### config.mk
export PLATFORM = sky130hd
export DESIGN_NAME = lss_slice
export DESIGN_NICKNAME = d
export VERILOG_FILES = /design/src/lss_table.v /design/src/lss_slice.v
export VERILOG_INCLUDE_DIRS = /design/src
export SDC_FILE = /design/constraint.sdc
export NUM_CORES = 1
export LEC_CHECK = 0
export ABC_AREA = 1
export BUFFER_PORTS_ARGS = -buffer_cell sky130_fd_sc_hd__buf_2
export CAP_MARGIN = 25
export CORE_MARGIN = 5
export CORE_UTILIZATION = 55
export DETAILED_ROUTE_END_ITERATION = 10
export GPL_TIMING_DRIVEN = 0
export PLACE_DENSITY_LB_ADDON = 0.3
export SETUP_SLACK_MARGIN = 0.05
export SLEW_MARGIN = 20
export SYNTH_ARGS = -nofsm -noshare
export SYNTH_HDL_FRONTEND = slang
export SYNTH_SLANG_ARGS = --single-unit
### constraint.sdc
create_clock -name clk -period 4 [get_ports clk]
set_input_delay 0.2 -clock clk [delete_from_list [all_inputs] [get_ports clk]]
set_output_delay 0.2 -clock clk [all_outputs]
set_load 0.05 [all_outputs]
### src/lss_regs.vh
// Register offsets, control field positions and reset values of the logic slice
`ifndef LSS_REGS_VH
`define LSS_REGS_VH

`define LSS_ADDR_W          8
`define LSS_OFF_CTRL        8'h00
`define LSS_OFF_LOWER_TABLE 8'h04
`define LSS_OFF_UPPER_TABLE 8'h08
`define LSS_OFF_STATUS      8'h0C
`define LSS_OFF_STAGES      8'h10

`define LSS_CTRL_RESET      32'h0000_0000
`define LSS_TABLE_RESET     16'h0000
`define LSS_CTRL_W          23

`define LSS_B_LOWER_SHIFT   0
`define LSS_B_UPPER_SHIFT   1
`define LSS_B_LOWER_OSEL    2
`define LSS_B_UPPER_OSEL    3
`define LSS_B_LOWER_DSEL    4
`define LSS_B_UPPER_DSEL    5
`define LSS_B_LOWER_GSEL    6
`define LSS_B_UPPER_GSEL    7
`define LSS_B_CARRY_START   8
`define LSS_B_WIDE_EN       9
`define LSS_B_REV_EN        10
`define LSS_B_EXPORT_EN     11
`define LSS_B_CASCADE_IN    12
`define LSS_B_INTRA_CASC    13
`define LSS_B_INV_CLK       14
`define LSS_B_INV_CE        15
`define LSS_B_INV_SR        16
`define LSS_B_INV_BX        17
`define LSS_B_INV_BY        18
`define LSS_B_CE_USED       19
`define LSS_B_LOWER_INIT    20
`define LSS_B_UPPER_INIT    21
`define LSS_B_BYPASS_EN     22

`endif

### src/lss_table.v
// One lookup table that can also act as a 16-stage addressable shift register
`timescale 1ns/1ns
`default_nettype none

module lss_table (
  input  wire        clk,
  input  wire        shift_mode,
  input  wire        shift_en,
  input  wire        serial_in,
  input  wire [3:0]  addr,
  input  wire [15:0] table_bits,
  output wire        data_out,
  output wire        last_stage,
  output wire [15:0] stages
);

  reg [15:0] stage;

  // No reset on purpose: contents change only by shifting, so they start unknown
  always @(posedge clk)
  begin
    if (shift_mode && shift_en)
      stage <= {stage[14:0], serial_in};
  end

  // Address 0 is the newest stage, one shift of delay
  assign data_out   = shift_mode ? stage[addr] : table_bits[addr];
  assign last_stage = stage[15];
  assign stages     = stage;

endmodule // lss_table

`default_nettype wire

### src/lss_slice.v
// Programmable logic slice: two table halves, carry, wide mux, flip-flops, APB config
`timescale 1ns/1ns
`default_nettype none
`include "lss_regs.vh"

module lss_slice #(
  parameter MEMORY_CAPABLE = 1
) (
  input  wire        clk,
  input  wire        nrst,
  input  wire        psel,
  input  wire        penable,
  input  wire        pwrite,
  input  wire [31:0] paddr,
  input  wire [31:0] pwdata,
  output reg  [31:0] prdata,
  output reg         pready,
  output reg         pslverr,
  input  wire [3:0]  lower_lut_in,
  input  wire [3:0]  upper_lut_in,
  input  wire        lower_bypass_in,
  input  wire        upper_bypass_in,
  input  wire        carry_in,
  input  wire        cascade_shift_in,
  input  wire        slice_clk,
  input  wire        slice_ce,
  input  wire        set_reset_in,
  output reg         lower_comb_out,
  output reg         upper_comb_out,
  output reg         lower_registered_out,
  output reg         upper_registered_out,
  output reg         lower_carry_or_shift_out,
  output reg         upper_carry_or_shift_out,
  output reg         carry_out,
  output reg         wide_function_out,
  output reg         lower_bypass_out,
  output reg         upper_bypass_out,
  output reg         upper_bypass_export,
  output reg         cascade_shift_out
);

  reg        rst_meta;
  reg        rst_n;
  reg [31:0] ctrl;
  reg [15:0] lower_table_bits;
  reg [15:0] upper_table_bits;
  reg        slice_clk_prev;

  wire        lower_d;
  wire        upper_d;
  wire        lower_last;
  wire        upper_last;
  wire [15:0] lower_stages;
  wire [15:0] upper_stages;

  // Reset release through two flops
  always @(posedge clk or negedge nrst)
  begin
    if (!nrst)
    begin
      rst_meta <= 1'b0;
      rst_n    <= 1'b0;
    end
    else
    begin
      rst_meta <= 1'b1;
      rst_n    <= rst_meta;
    end
  end

  function is_mapped;
    input [7:0] off;
    begin
      is_mapped = (off == `LSS_OFF_CTRL) || (off == `LSS_OFF_LOWER_TABLE) ||
                  (off == `LSS_OFF_UPPER_TABLE) || (off == `LSS_OFF_STATUS) ||
                  (off == `LSS_OFF_STAGES);
    end
  endfunction

  // Polarity-adjusted control inputs
  wire inv_clk   = ctrl[`LSS_B_INV_CLK];
  wire bx        = lower_bypass_in ^ ctrl[`LSS_B_INV_BX];
  wire by        = upper_bypass_in ^ ctrl[`LSS_B_INV_BY];
  wire sr        = set_reset_in ^ ctrl[`LSS_B_INV_SR];
  // An unused enable is treated as always active
  wire ce_eff    = ctrl[`LSS_B_CE_USED] ? (slice_ce ^ ctrl[`LSS_B_INV_CE]) : 1'b1;

  // The slice clock is a level from fabric logic sampled on clk; the chosen edge
  // of it is the active edge. It must stay stable at least one clk period per phase.
  wire slice_edge = ((slice_clk ^ inv_clk) == 1'b1) && ((slice_clk_prev ^ inv_clk) == 1'b0);
  wire slice_tick = slice_edge && ce_eff;

  always @(posedge clk or negedge rst_n)
  begin
    if (!rst_n)
      slice_clk_prev <= 1'b0;
    else
      slice_clk_prev <= slice_clk;
  end

  wire mem_ok      = (MEMORY_CAPABLE != 0);
  wire lower_shift = ctrl[`LSS_B_LOWER_SHIFT] & mem_ok;
  wire upper_shift = ctrl[`LSS_B_UPPER_SHIFT] & mem_ok;

  // Serial inputs: upper from bypass or the slice above, lower from bypass or upper's tail
  wire upper_serial = ctrl[`LSS_B_CASCADE_IN] ? cascade_shift_in : by;
  wire lower_serial = ctrl[`LSS_B_INTRA_CASC] ? upper_last : bx;

  // Both tables share the one tick
  lss_table u_lower_table (
    .clk        (clk),
    .shift_mode (lower_shift),
    .shift_en   (slice_tick),
    .serial_in  (lower_serial),
    .addr       (lower_lut_in),
    .table_bits (lower_table_bits),
    .data_out   (lower_d),
    .last_stage (lower_last),
    .stages     (lower_stages)
  );

  lss_table u_upper_table (
    .clk        (clk),
    .shift_mode (upper_shift),
    .shift_en   (slice_tick),
    .serial_in  (upper_serial),
    .addr       (upper_lut_in),
    .table_bits (upper_table_bits),
    .data_out   (upper_d),
    .last_stage (upper_last),
    .stages     (upper_stages)
  );

  // Carry chain and arithmetic
  wire carry_start = ctrl[`LSS_B_CARRY_START] ? bx : carry_in;
  wire lower_gen   = ctrl[`LSS_B_LOWER_GSEL] ? bx : lower_lut_in[0];
  wire upper_gen   = ctrl[`LSS_B_UPPER_GSEL] ? by : upper_lut_in[0];
  wire lower_carry = lower_d ? carry_start : lower_gen;
  wire upper_carry = upper_d ? lower_carry : upper_gen;
  wire lower_sum   = lower_d ^ carry_start;
  wire upper_sum   = upper_d ^ lower_carry;

  wire x_comb = ctrl[`LSS_B_LOWER_OSEL] ? lower_sum : lower_d;
  wire y_comb = ctrl[`LSS_B_UPPER_OSEL] ? upper_sum : upper_d;

  // Wide mux: with the wide enable clear it passes the lower table only
  wire wide_sel = ctrl[`LSS_B_WIDE_EN] & bx;
  wire wide_w   = wide_sel ? upper_d : lower_d;

  // Flip-flop data selection; a table in shift mode gives the addressed stage here
  wire lower_ff_d = ctrl[`LSS_B_LOWER_DSEL] ? bx : x_comb;
  wire upper_ff_d = ctrl[`LSS_B_UPPER_DSEL] ? by : y_comb;
  wire reverse_set_reset        = ctrl[`LSS_B_REV_EN] & by;
  wire lower_init = ctrl[`LSS_B_LOWER_INIT];
  wire upper_init = ctrl[`LSS_B_UPPER_INIT];

  // Set/reset beats reverse; both act on active edges only, as does the enable
  always @(posedge clk or negedge rst_n)
  begin
    if (!rst_n)
    begin
      lower_registered_out <= 1'b0;
      upper_registered_out <= 1'b0;
    end
    else if (slice_tick)
    begin
      if (sr)
      begin
        lower_registered_out <= lower_init;
        upper_registered_out <= upper_init;
      end
      else if (reverse_set_reset)
      begin
        lower_registered_out <= ~lower_init;
        upper_registered_out <= ~upper_init;
      end
      else
      begin
        lower_registered_out <= lower_ff_d;
        upper_registered_out <= upper_ff_d;
      end
    end
  end

  // Combinational paths are retimed by one clk so every port comes from a flop
  always @(posedge clk or negedge rst_n)
  begin
    if (!rst_n)
    begin
      lower_comb_out           <= 1'b0;
      upper_comb_out           <= 1'b0;
      lower_carry_or_shift_out <= 1'b0;
      upper_carry_or_shift_out <= 1'b0;
      carry_out                <= 1'b0;
      wide_function_out        <= 1'b0;
      lower_bypass_out         <= 1'b0;
      upper_bypass_out         <= 1'b0;
      upper_bypass_export      <= 1'b0;
      cascade_shift_out        <= 1'b0;
    end
    else
    begin
      lower_comb_out           <= x_comb;
      upper_comb_out           <= y_comb;
      lower_carry_or_shift_out <= lower_shift ? lower_last : lower_carry;
      upper_carry_or_shift_out <= upper_shift ? upper_last : upper_carry;
      carry_out                <= upper_carry;
      wide_function_out        <= wide_w;
      lower_bypass_out         <= ctrl[`LSS_B_BYPASS_EN] & bx;
      upper_bypass_out         <= ctrl[`LSS_B_BYPASS_EN] & by;
      upper_bypass_export      <= ctrl[`LSS_B_EXPORT_EN] & by;
      cascade_shift_out        <= mem_ok & lower_last;
    end
  end

  // APB slave: one wait-free access phase, answer registered in the setup cycle
  wire [7:0] off      = paddr[7:0];
  wire       setup    = psel && !penable;
  wire       wr_fire  = psel && penable && pready && pwrite;
  wire       addr_ok  = is_mapped(off) && (paddr[31:8] == 24'h000000);

  wire [31:0] status_word = {20'h00000,
                             upper_last, lower_last,
                             upper_registered_out, lower_registered_out,
                             wide_w, upper_carry, lower_carry,
                             upper_d, lower_d, ce_eff, sr, reverse_set_reset};

  reg [31:0] read_word;

  always @*
  begin
    read_word = 32'h0000_0000;
    case (off)
      `LSS_OFF_CTRL:        read_word = ctrl;
      `LSS_OFF_LOWER_TABLE: read_word = {16'h0000, lower_table_bits};
      `LSS_OFF_UPPER_TABLE: read_word = {16'h0000, upper_table_bits};
      `LSS_OFF_STATUS:      read_word = status_word;
      `LSS_OFF_STAGES:      read_word = {upper_stages, lower_stages};
      default:              read_word = 32'h0000_0000;
    endcase
  end

  always @(posedge clk or negedge rst_n)
  begin
    if (!rst_n)
    begin
      pready  <= 1'b0;
      pslverr <= 1'b0;
      prdata  <= 32'h0000_0000;
    end
    else
    begin
      pready  <= setup;
      pslverr <= setup && !addr_ok;
      if (setup && !pwrite && addr_ok)
        prdata <= read_word;
      else if (setup)
        prdata <= 32'h0000_0000;
    end
  end

  // Reserved control bits stay zero
  always @(posedge clk or negedge rst_n)
  begin
    if (!rst_n)
    begin
      ctrl             <= `LSS_CTRL_RESET;
      lower_table_bits <= `LSS_TABLE_RESET;
      upper_table_bits <= `LSS_TABLE_RESET;
    end
    else if (wr_fire && !pslverr)
    begin
      case (off)
        `LSS_OFF_CTRL:        ctrl <= {9'h000, pwdata[`LSS_CTRL_W-1:0]};
        `LSS_OFF_LOWER_TABLE: lower_table_bits <= pwdata[15:0];
        `LSS_OFF_UPPER_TABLE: upper_table_bits <= pwdata[15:0];
        default:              ctrl <= ctrl;
      endcase
    end
  end

endmodule // lss_slice

`default_nettype wire

# Yosys cells after proc, flatten, opt, wreduce, memory -nomap -nowiden
# Index checks and enable logic that the tools add are counted.
# totals
output_inout_bits	46
inputBits	84
reg_bits	136
word_cells	104
# op_classes
n_lt_le_gt_ge	2
eq_ne	4
n_reduce_logical	27
n_mux	32
n_bitwise	16
# ops
op	n
case mux 32 bit (5 select lines)	1
two-way mux 32 bit	2
two-way mux 1 bit	25
logical NOT 24 bit	1
binary-select mux 1 bit (select 4 bit)	4
== test 8 x 4 -> 1 bit, second input constant	2
logical AND 1 bit	13
< comparator 4 x 5 -> 1 bit, second input constant	2
== test 8 x 3 -> 1 bit, second input constant	1
== test 8 x 5 -> 1 bit, second input constant	1
logical NOT 8 bit	1
XOR 1 bit	8
AND reduction 2 bit	3
bitwise AND 1 bit	5
logical NOT 1 bit	4
logical OR 1 bit	4
inverter 1 bit	3
nonzero test 2 bit	1

# Logic depth before layout (Yosys ltp)
# Gate-level depths: netlist of run 1.
# logic_depth
depth_word	9
ltp_mapped	19
mapped_depth_nobuf	17

# Modules after synthesis
# A second synthesis of run 1 with hierarchy kept.
# unflattened
cells_unflattened	802
area_unflattened_um2	6587.6
# by_module_without_submodules
module	seq_area_each_um2	area_per_inst_um2	instances	cells_per_inst
lss_slice	2602.5	4845.9	1	608
lss_table	480.5	870.8	2	97

# Worst setup path before layout of run 1
# Ideal clock, no wire load.
# synth_path
path_type	register to register
start	reg ctrl[14]
end	reg u_lower_table.stage[0] (netlist: u_lower_table.stages[0]), enable pin
setup_slack_ns	2.162
period_less_slack_ns	1.838
required_time_ns	3.612
stages_incl_launch_ff	4
setup_ns	0.388
path_buffers	0
arrival_ns	1.449
path_cell_list	dfrtp_1 nor3_1 o22ai_1 nor2_1
# synth_between
elab_chain_cells	5
elab_cells_between_ends	6
classes_between	3 x bitwise; 3 x reduce/logical
# synth_lines
item	line_no	rtl
start, declared	lss_slice.v:44	reg [31:0] ctrl;
start signal, assigned	lss_slice.v:267	ctrl <= `LSS_CTRL_RESET;
start signal, assigned	lss_slice.v:274	`LSS_OFF_CTRL: ctrl <= {9'h000, pwdata[`LSS_CTRL_W-1:0]};
start signal, assigned	lss_slice.v:277	default: ctrl <= ctrl;
XOR 1 bit	lss_slice.v:90	wire slice_edge = ((slice_clk ^ inv_clk) == 1'b1) && ((slice_clk_prev ^ inv_clk) == 1'b0);
inverter 1 bit	lss_slice.v:90	
logical AND 1 bit *	lss_slice.v:90	
logical AND 1 bit *	lss_slice.v:91	wire slice_tick = slice_edge && ce_eff;
logical AND 1 bit *	lss_table.v:22	if (shift_mode && shift_en)
end signal, assigned	lss_table.v:23	stage <= {stage[14:0], serial_in};
end, declared	lss_table.v:17	reg [15:0] stage;
# Every way passes the cells marked *; elsewhere a longest branch is shown, timed or not.
# A chain may end at the register's enable or synchronous reset.

# Worst setup path after layout of run 1
# layout_path
start	reg pready
end	reg ctrl[21]
# layout_between
elab_chain_cells	4
# layout_lines
item	line_no	rtl
start, declared	lss_slice.v:17	output reg pready,
start signal, assigned	lss_slice.v:253	pready <= setup;
logical AND 1 bit (2 in series)	lss_slice.v:219	wire wr_fire = psel && penable && pready && pwrite;
logical AND 1 bit	lss_slice.v:271	else if (wr_fire && !pslverr)
AND reduction 2 bit (no source line)	n/a	
# No other way between the ends.

==> reports/qor.txt, run 1 <==
status: completed
Buf/Inv on CP: 1
Die Width: 116 µm
WP data arrival: 2.56 ns
post-synthesis area per instance: 9.06 µm²
fin cells: 978
CTS Sinks: 136
endpoints failing hold: 0
Root Driver: clkbuf_16
final net count: 909
crit path cell chain: nand3_1 -> nor3_1 -> nand2_1 -> clkbuf_1 -> nor2_1 -> a21oi_1
synthesized area: 0.00622 mm²
Overflow after GRT: 0
commonest non-fill, non-tap cell in the layout: nand2_1
IR drop worst, VDD: 0.358 mV
met1 WL: 7920 µm
antenna cell count: 0
Mapped Cells: 687
Top Layer Used: met4
most frequent cells in the layout: 195 x nand2_1, 126 x buf_2, 103 x dfrtp_1
setup bufs post-CTS: 0
Worst-Margin Slew: 0.816 ns
Synth Register Bits: 136
vias in the first global route: 5682
htree depth: 4
syn nets: 771
IO Port Bufs: 116
Final GP Congestion: 1.05
leakage power: 3.69 nW
I/O pins: 130
via count: 5756
gr usage total: 30.5%
row count: 38
placed cells: 944
ANT nets after route: 0
Startpoint Class: register
WP data required: 4.29 ns
Pre-antenna DRT Iters: 5
crit path kind: reg -> reg
FMAX: 0.442 GHz
drt drc: 0
CTS tree: yes
drt wl/cell: 20.0 µm
Core Area: 0.0110 mm²
clock skew: 0.0129 ns
layout cells sized above 1: 22.2%
fin crit share: 56.6%
register area: 0.00357 mm²
synth warn: 0
detailed router's first-iteration violation count: 654
CP max FO: 10
max-cap viol count: 0
vias per cell: 5.89
Final Max Slew Viols: 0
pin count of the biggest net entering global routing: 53
final setup fails: 0
final core occ: 69.6%
PnR worst setup slack: 1.74 ns
slowest CP cell: nor3_1
DR WL met3: 2130 µm
Slew HR: 45.5%
min cycle time layout: 2.26 ns
dpl hpwl: 14800 µm
WL met2: 9030 µm
TritonCTS buffer count: 17
Area Overhead vs Synth: 22.8%
first-pass GRT wire length: 30400 µm
chip height: 116 µm
DP Worst Slack: 1.82 ns
Total Routed Length: 19600 µm
post-synthesis sequential area ratio: 57.3%
fill cell total of the finished layout: 843
Worst path top cell family by delay: simple AND/OR/NAND/NOR gates
initial antenna violation count: 0
unrepaired setup endpoints after global routing: false
Die ar.: 0.0135 mm²
count of different cell masters after synthesis: 39
Reg clk slew, reported paths: 0.07 ns
power per cell area: 427 mW/mm²
area of the multi-input gates: 0.00226 mm²
Critical Path End Type: register
Hold WC Path Type: in -> reg
clock latency on the worst-skew pair: 0.43 ns
slowest stage delay, CP: 0.60 ns
Starting Density: 56.7%
Bufs on Longest Clock Path: 2
==> where the power goes <==
part	total [mW]	leakage, nW	switching (mW)	internal (mW)
Combinational	0.216	1.71	0.146	0.0700
Sequential	1.45	1.67	0.0195	1.43
Clock	1.60	0.299	0.625	0.975
Total	3.27	3.69	0.790	2.48
==> final cells by class <==
| type | count | area share [%] |
|---|---|---|
| buffer | 31 | 2.13 |
| clock buffer | 19 | 6.08 |
| clock inverter | 13 | 1.85 |
| inverter | 64 | 3.18 |
| multi-input combinational | 456 | 29.6 |
| sequential | 136 | 46.7 |
| tap | 140 | 2.29 |
| timing repair buffer | 119 | 8.22 |
==> routing by layer <==
| metal | GRT usage (%) | vias up |
|---|---|---|
| met5 | 0 | - |
| met4 | 12.2 | 0 |
| met3 | 8.34 | 41 |
| met2 | 47.0 | 365 |
| met1 | 41.1 | 2745 |
| li1 | - | 2605 |
==> cells in the mapped netlist (all sizes together) <==
library cell | number | area share (%)
nor3 | 5 | 0.64
buf | 16 | 1.7
o22ai | 3 | 0.30
o21ai | 87 | 7.1
a211oi | 5 | 0.60
xor2 | 2 | 0.28
xnor2 | 2 | 0.28
a21boi | 1 | 0.12
edfxtp | 32 | 15
a22o | 14 | 2.0
inv | 64 | 3.9
nand4 | 4 | 0.40
nor2 | 27 | 1.7
nand3 | 56 | 4.7
clkbuf | 15 | 0.90
nor4 | 6 | 0.60
o2111ai | 1 | 0.14
dfrtp | 104 | 42
a32o | 9 | 1.4
o211ai | 3 | 0.36
conb | 1 | 0.060
nand2 | 201 | 12
o21bai | 1 | 0.12
and3 | 1 | 0.10
o2bb2ai | 4 | 0.56
a22oi | 1 | 0.12
a21oi | 14 | 1.1
a221oi | 8 | 1.1
==> registers in the layout, summed over array words and instances (netlist names), 16 cells and up <==
register and flops:
u_upper_table.stages 16, ctrl 23, upper_table_bits 16, lower_table_bits 16, prdata 32, u_lower_table.stages 16
==> cell families (layout without fill, tap and decap cells) <==
logic type      count (synthesis)  after routing  share of synthesized area (%)
other cells                     1              1                         0.0603
compound gates                151            151                           15.1
simple gates                  300            300                           20.5
buf+inv                        95            246                           6.52
flops                         136            136                           57.3
xor+xnor                        4              4                          0.563
==> worst paths after layout <==
check                           slack [ns]  depth (start not counted)             endpoint  startpoint
worst max-delay path                  1.74                          6             ctrl[21]      pready
worst min-delay path                  0.02                          3             ctrl[16]  pwdata[16]
worst max register to register        1.74                          6             ctrl[21]      pready
worst min register to register        0.35                          0                rst_n    rst_meta
max in group asynchronous             2.95                          1  lower_table_bits[4]       rst_n
min in group asynchronous             0.08                          2             rst_meta        nrst
==> timing repair <==
item / CTS / global route
hold buffers: 2 / 0
resized for setup: 0 / 0
setup endpoints to repair: 0 / 0
endpoints found under the hold margin: 3 / 0
==> stage by stage <==
step	setup TNS [ns]	instance area [µm²]	power (mW)	hold slack [ns]
finish	0	7640	3.27	0.0206
detailed placement	0	7010	1.69	-0.0112
CTS	0	7640	3.28	0.0109
global route	0	7640	3.36	0.0286
floorplan	0	6220	1.60	-0.0956
global placement	-5.21	6980	1.68	-0.0156
==> worst reg2reg max path, cell delays in order, from the launching register on <==
cell and delay [ns]:
dfrtp_1 0.33, nand3_1 0.08, nor3_1 0.60, nand2_1 0.46, clkbuf_1 0.39, nor2_1 0.22
a21oi_1 0.06
(Power assumes the default switching activity.)
==> run 2, diff against run 1 <==
- CORE_UTILIZATION: 55 -> 49
- clock period: 4 -> 1.95 ns (I/O delays scaled with it)
==> run 2 against run 1 <==
Clock-buffer cell count grew 4. Sequential power grew 100%. Setup slack lost 1.6 ns. Wire length grew 4.8%. Register-to-register slack lost 1.6 ns. Total power grew 110%. Cell area grew 5.7%. Sequential share of layout area shrank 2.5 points. Fmax grew 26%.
==> reports/qor.txt, run 2 (synthesized netlist as in run 1, its figures left out) <==
status: completed
chip height: 123 µm (+5.4%)
IO Port Bufs: 116 (unchanged)
ANT nets after route: 0 (unchanged)
pin count of the biggest net entering global routing: 42 (-21%)
crit path cell chain: xor2_2 -> inv_1 -> nor2_2 -> inv_1 -> o21ai_0 -> a211oi_1 -> o21ai_0
min-delay src: pwdata[0]
CP max FO: 4 (-6)
htree depth: 4 (unchanged)
via count: 5901 (+2.5%)
Worst-Margin Slew: 0.610 ns (-0.207 ns)
layout cells sized above 1: 24.2% (+2.0 points)
clock latency on the worst-skew pair: 0.42 ns (about the same)
Most flops, register: prdata
min cycle time layout: 1.80 ns (-0.461 ns)
reg2reg start: ctrl[18]
fin cells: 1041 (+6.4%)
Slew HR: 59.4% (+14 points)
Hold WC Path Type: in -> reg
I/O pins: 130 (unchanged)
Reg clk slew, reported paths: 0.06 ns (about the same)
gr usage total: 27.9% (-2.6 points)
endpoints failing hold: 0 (unchanged)
Starting Density: 49.7% (-6.9 points)
Overflow after GRT: 0 (unchanged)
clock skew: 0.00833 ns (-0.00457 ns)
Core Area: 0.0125 mm² (+14%)
slowest stage delay, CP: 0.43 ns (-0.17 ns)
placed cells: 977 (+3.5%)
drt drc: 0 (unchanged)
reg2reg setup slack: 0.15 ns (-1.59 ns)
first-pass GRT wire length: 31000 µm (+2.0%)
Total Routed Length: 20600 µm (+4.8%)
unrepaired setup endpoints after global routing: false
commonest non-fill, non-tap cell in the layout: nand2_1
Startpoint Class: register
max FFs per register: 32 (unchanged)
TritonCTS buffer count: 17 (unchanged)
vias in the first global route: 5627 (-0.97%)
final setup fails: 0 (unchanged)
detailed router's first-iteration violation count: 816 (+25%)
most frequent cells in the layout: 191 x nand2_1, 126 x buf_2, 103 x dfrtp_1
leakage power: 3.85 nW (+4.5%)
row count: 41 (+7.9%)
Area Overhead vs Synth: 29.8%
Pre-antenna DRT Iters: 5 (unchanged)
power per cell area: 834 mW/mm² (+95%)
CTS tree: yes
leading registers by flop count: prdata x32, ctrl x23
Bufs on Longest Clock Path: 2 (unchanged)
Root Driver: clkbuf_16
slowest CP cell: dfrtp_1
fin crit share: 92.5% (+36 points)
post-route cell area: 0.00808 mm² (+5.7%)
dpl cell area: 0.00707 mm² (+0.75%)
FMAX: 0.554 GHz (+26%)
final core occ: 64.5% (-5.0 points)
max-cap viol count: 0 (unchanged)
IR drop worst, VDD: 0.571 mV (+59%)
Die ar.: 0.0151 mm² (+11%)
Reg-to-Reg End: prdata[0]
WHS Endpoint: lower_table_bits[0]
drt wl/cell: 19.7 µm (-1.5%)
Critical Path End Type: register
Final Max Slew Viols: 0 (unchanged)
Final GP Congestion: 1.02 (-3.4%)
Die Width: 123 µm (+5.4%)
antenna cell count: 0 (unchanged)
initial antenna violation count: 0 (unchanged)
CTS Sinks: 136 (unchanged)
WP data arrival: 2.09 ns (-0.47 ns)
Worst path top cell family by delay: compound AO/OA/AOI/OAI gates
Hold Path Depth: 3 (unchanged)
WP data required: 2.24 ns (-2.05 ns)
worst setup path startpoint: ctrl[18]
Buf/Inv on CP: 2 (+1)
WHS: 0.0313 ns (+0.0107 ns)
final net count: 940 (+3.4%)
worst reg2reg path depth: 7 (+1)
crit path kind: reg -> reg
vias per cell: 5.67 (-3.7%)
dpl hpwl: 15300 µm (+3.4%)
[run 2: cell count changes in the layout (fill, tap and decap cells not counted), moves of 3 or more]
cell,change
nand2_1,-4
dlygate4sd3_1,+23
nand2_2,+3
clkbuf_8,+3
buf_4,+7
[run 2: area by class of cell]
class | count | area (µm²)
Sequential cell | 136 | 3570
Multi-Input combinational cell | 456 | 2350
Inverter | 64 | 243
Tap cell | 172 | 215
Clock buffer | 23 | 531
Fill cell | 1069 | 4440
Buffer | 31 | 165
Timing Repair Buffer | 150 | 923
Clock inverter | 9 | 85.1
[run 2: per-layer routing]
| layer | routed length [µm] | global-route usage [%] | up-vias |
|---|---|---|---|
| li1 | - | - | 2672 |
| met1 | 8500 | 37.9 | 2876 |
| met2 | 9720 | 44.1 | 305 |
| met3 | 1730 | 5.53 | 48 |
| met4 | 601 | 11.3 | 0 |
| met5 | 0 | 0 | - |
[run 2: worst max path at each step]
stage / end / slack (ns) / cells after the start
2_1_floorplan: u_lower_table.stages[0] / 0.11 / 3
3_5_place_dp: prdata[10] / -0.27 / 11
4_1_cts: u_lower_table.stages[6] / -0.07 / 3
6_report: prdata[0] / 0.15 / 7
5_1_grt: upper_registered_out / 0.05 / 16
3_3_place_gp: u_upper_table.stages[8] / -0.35 / 3
[run 2: metrics by stage]
step	setup TNS, ns	power (mW)	setup slack [ns]
after floorplan	0	3.28	0.112
after global placement	-45.92	3.45	-0.353
after detailed placement	-7.90	3.47	-0.267
after CTS	-1.79	6.74	-0.0680
after global routing	0	6.94	0.0535
final	0	6.73	0.146
[run 2: report_power, final]
part | switching, mW | internal [mW]
clock network | 1.21 | 2.04
logic | 0.329 | 0.185
registers | 0.0344 | 2.94
total | 1.57 | 5.16
[run 2: timing repair]
item / CTS / global route
gates resized for setup: 3 / 20
pin swaps: 0 / 8
setup endpoints to repair: 59 / 64
hold buffers: 25 / 0
endpoints found under the hold margin: 48 / 0
buffers inserted: 0 / 7
[run 2: worst min-delay path, cell delays in order]
cell and delay [ns]:
buf_2 0.09, inv_1 0.07, o21ai_0 0.16
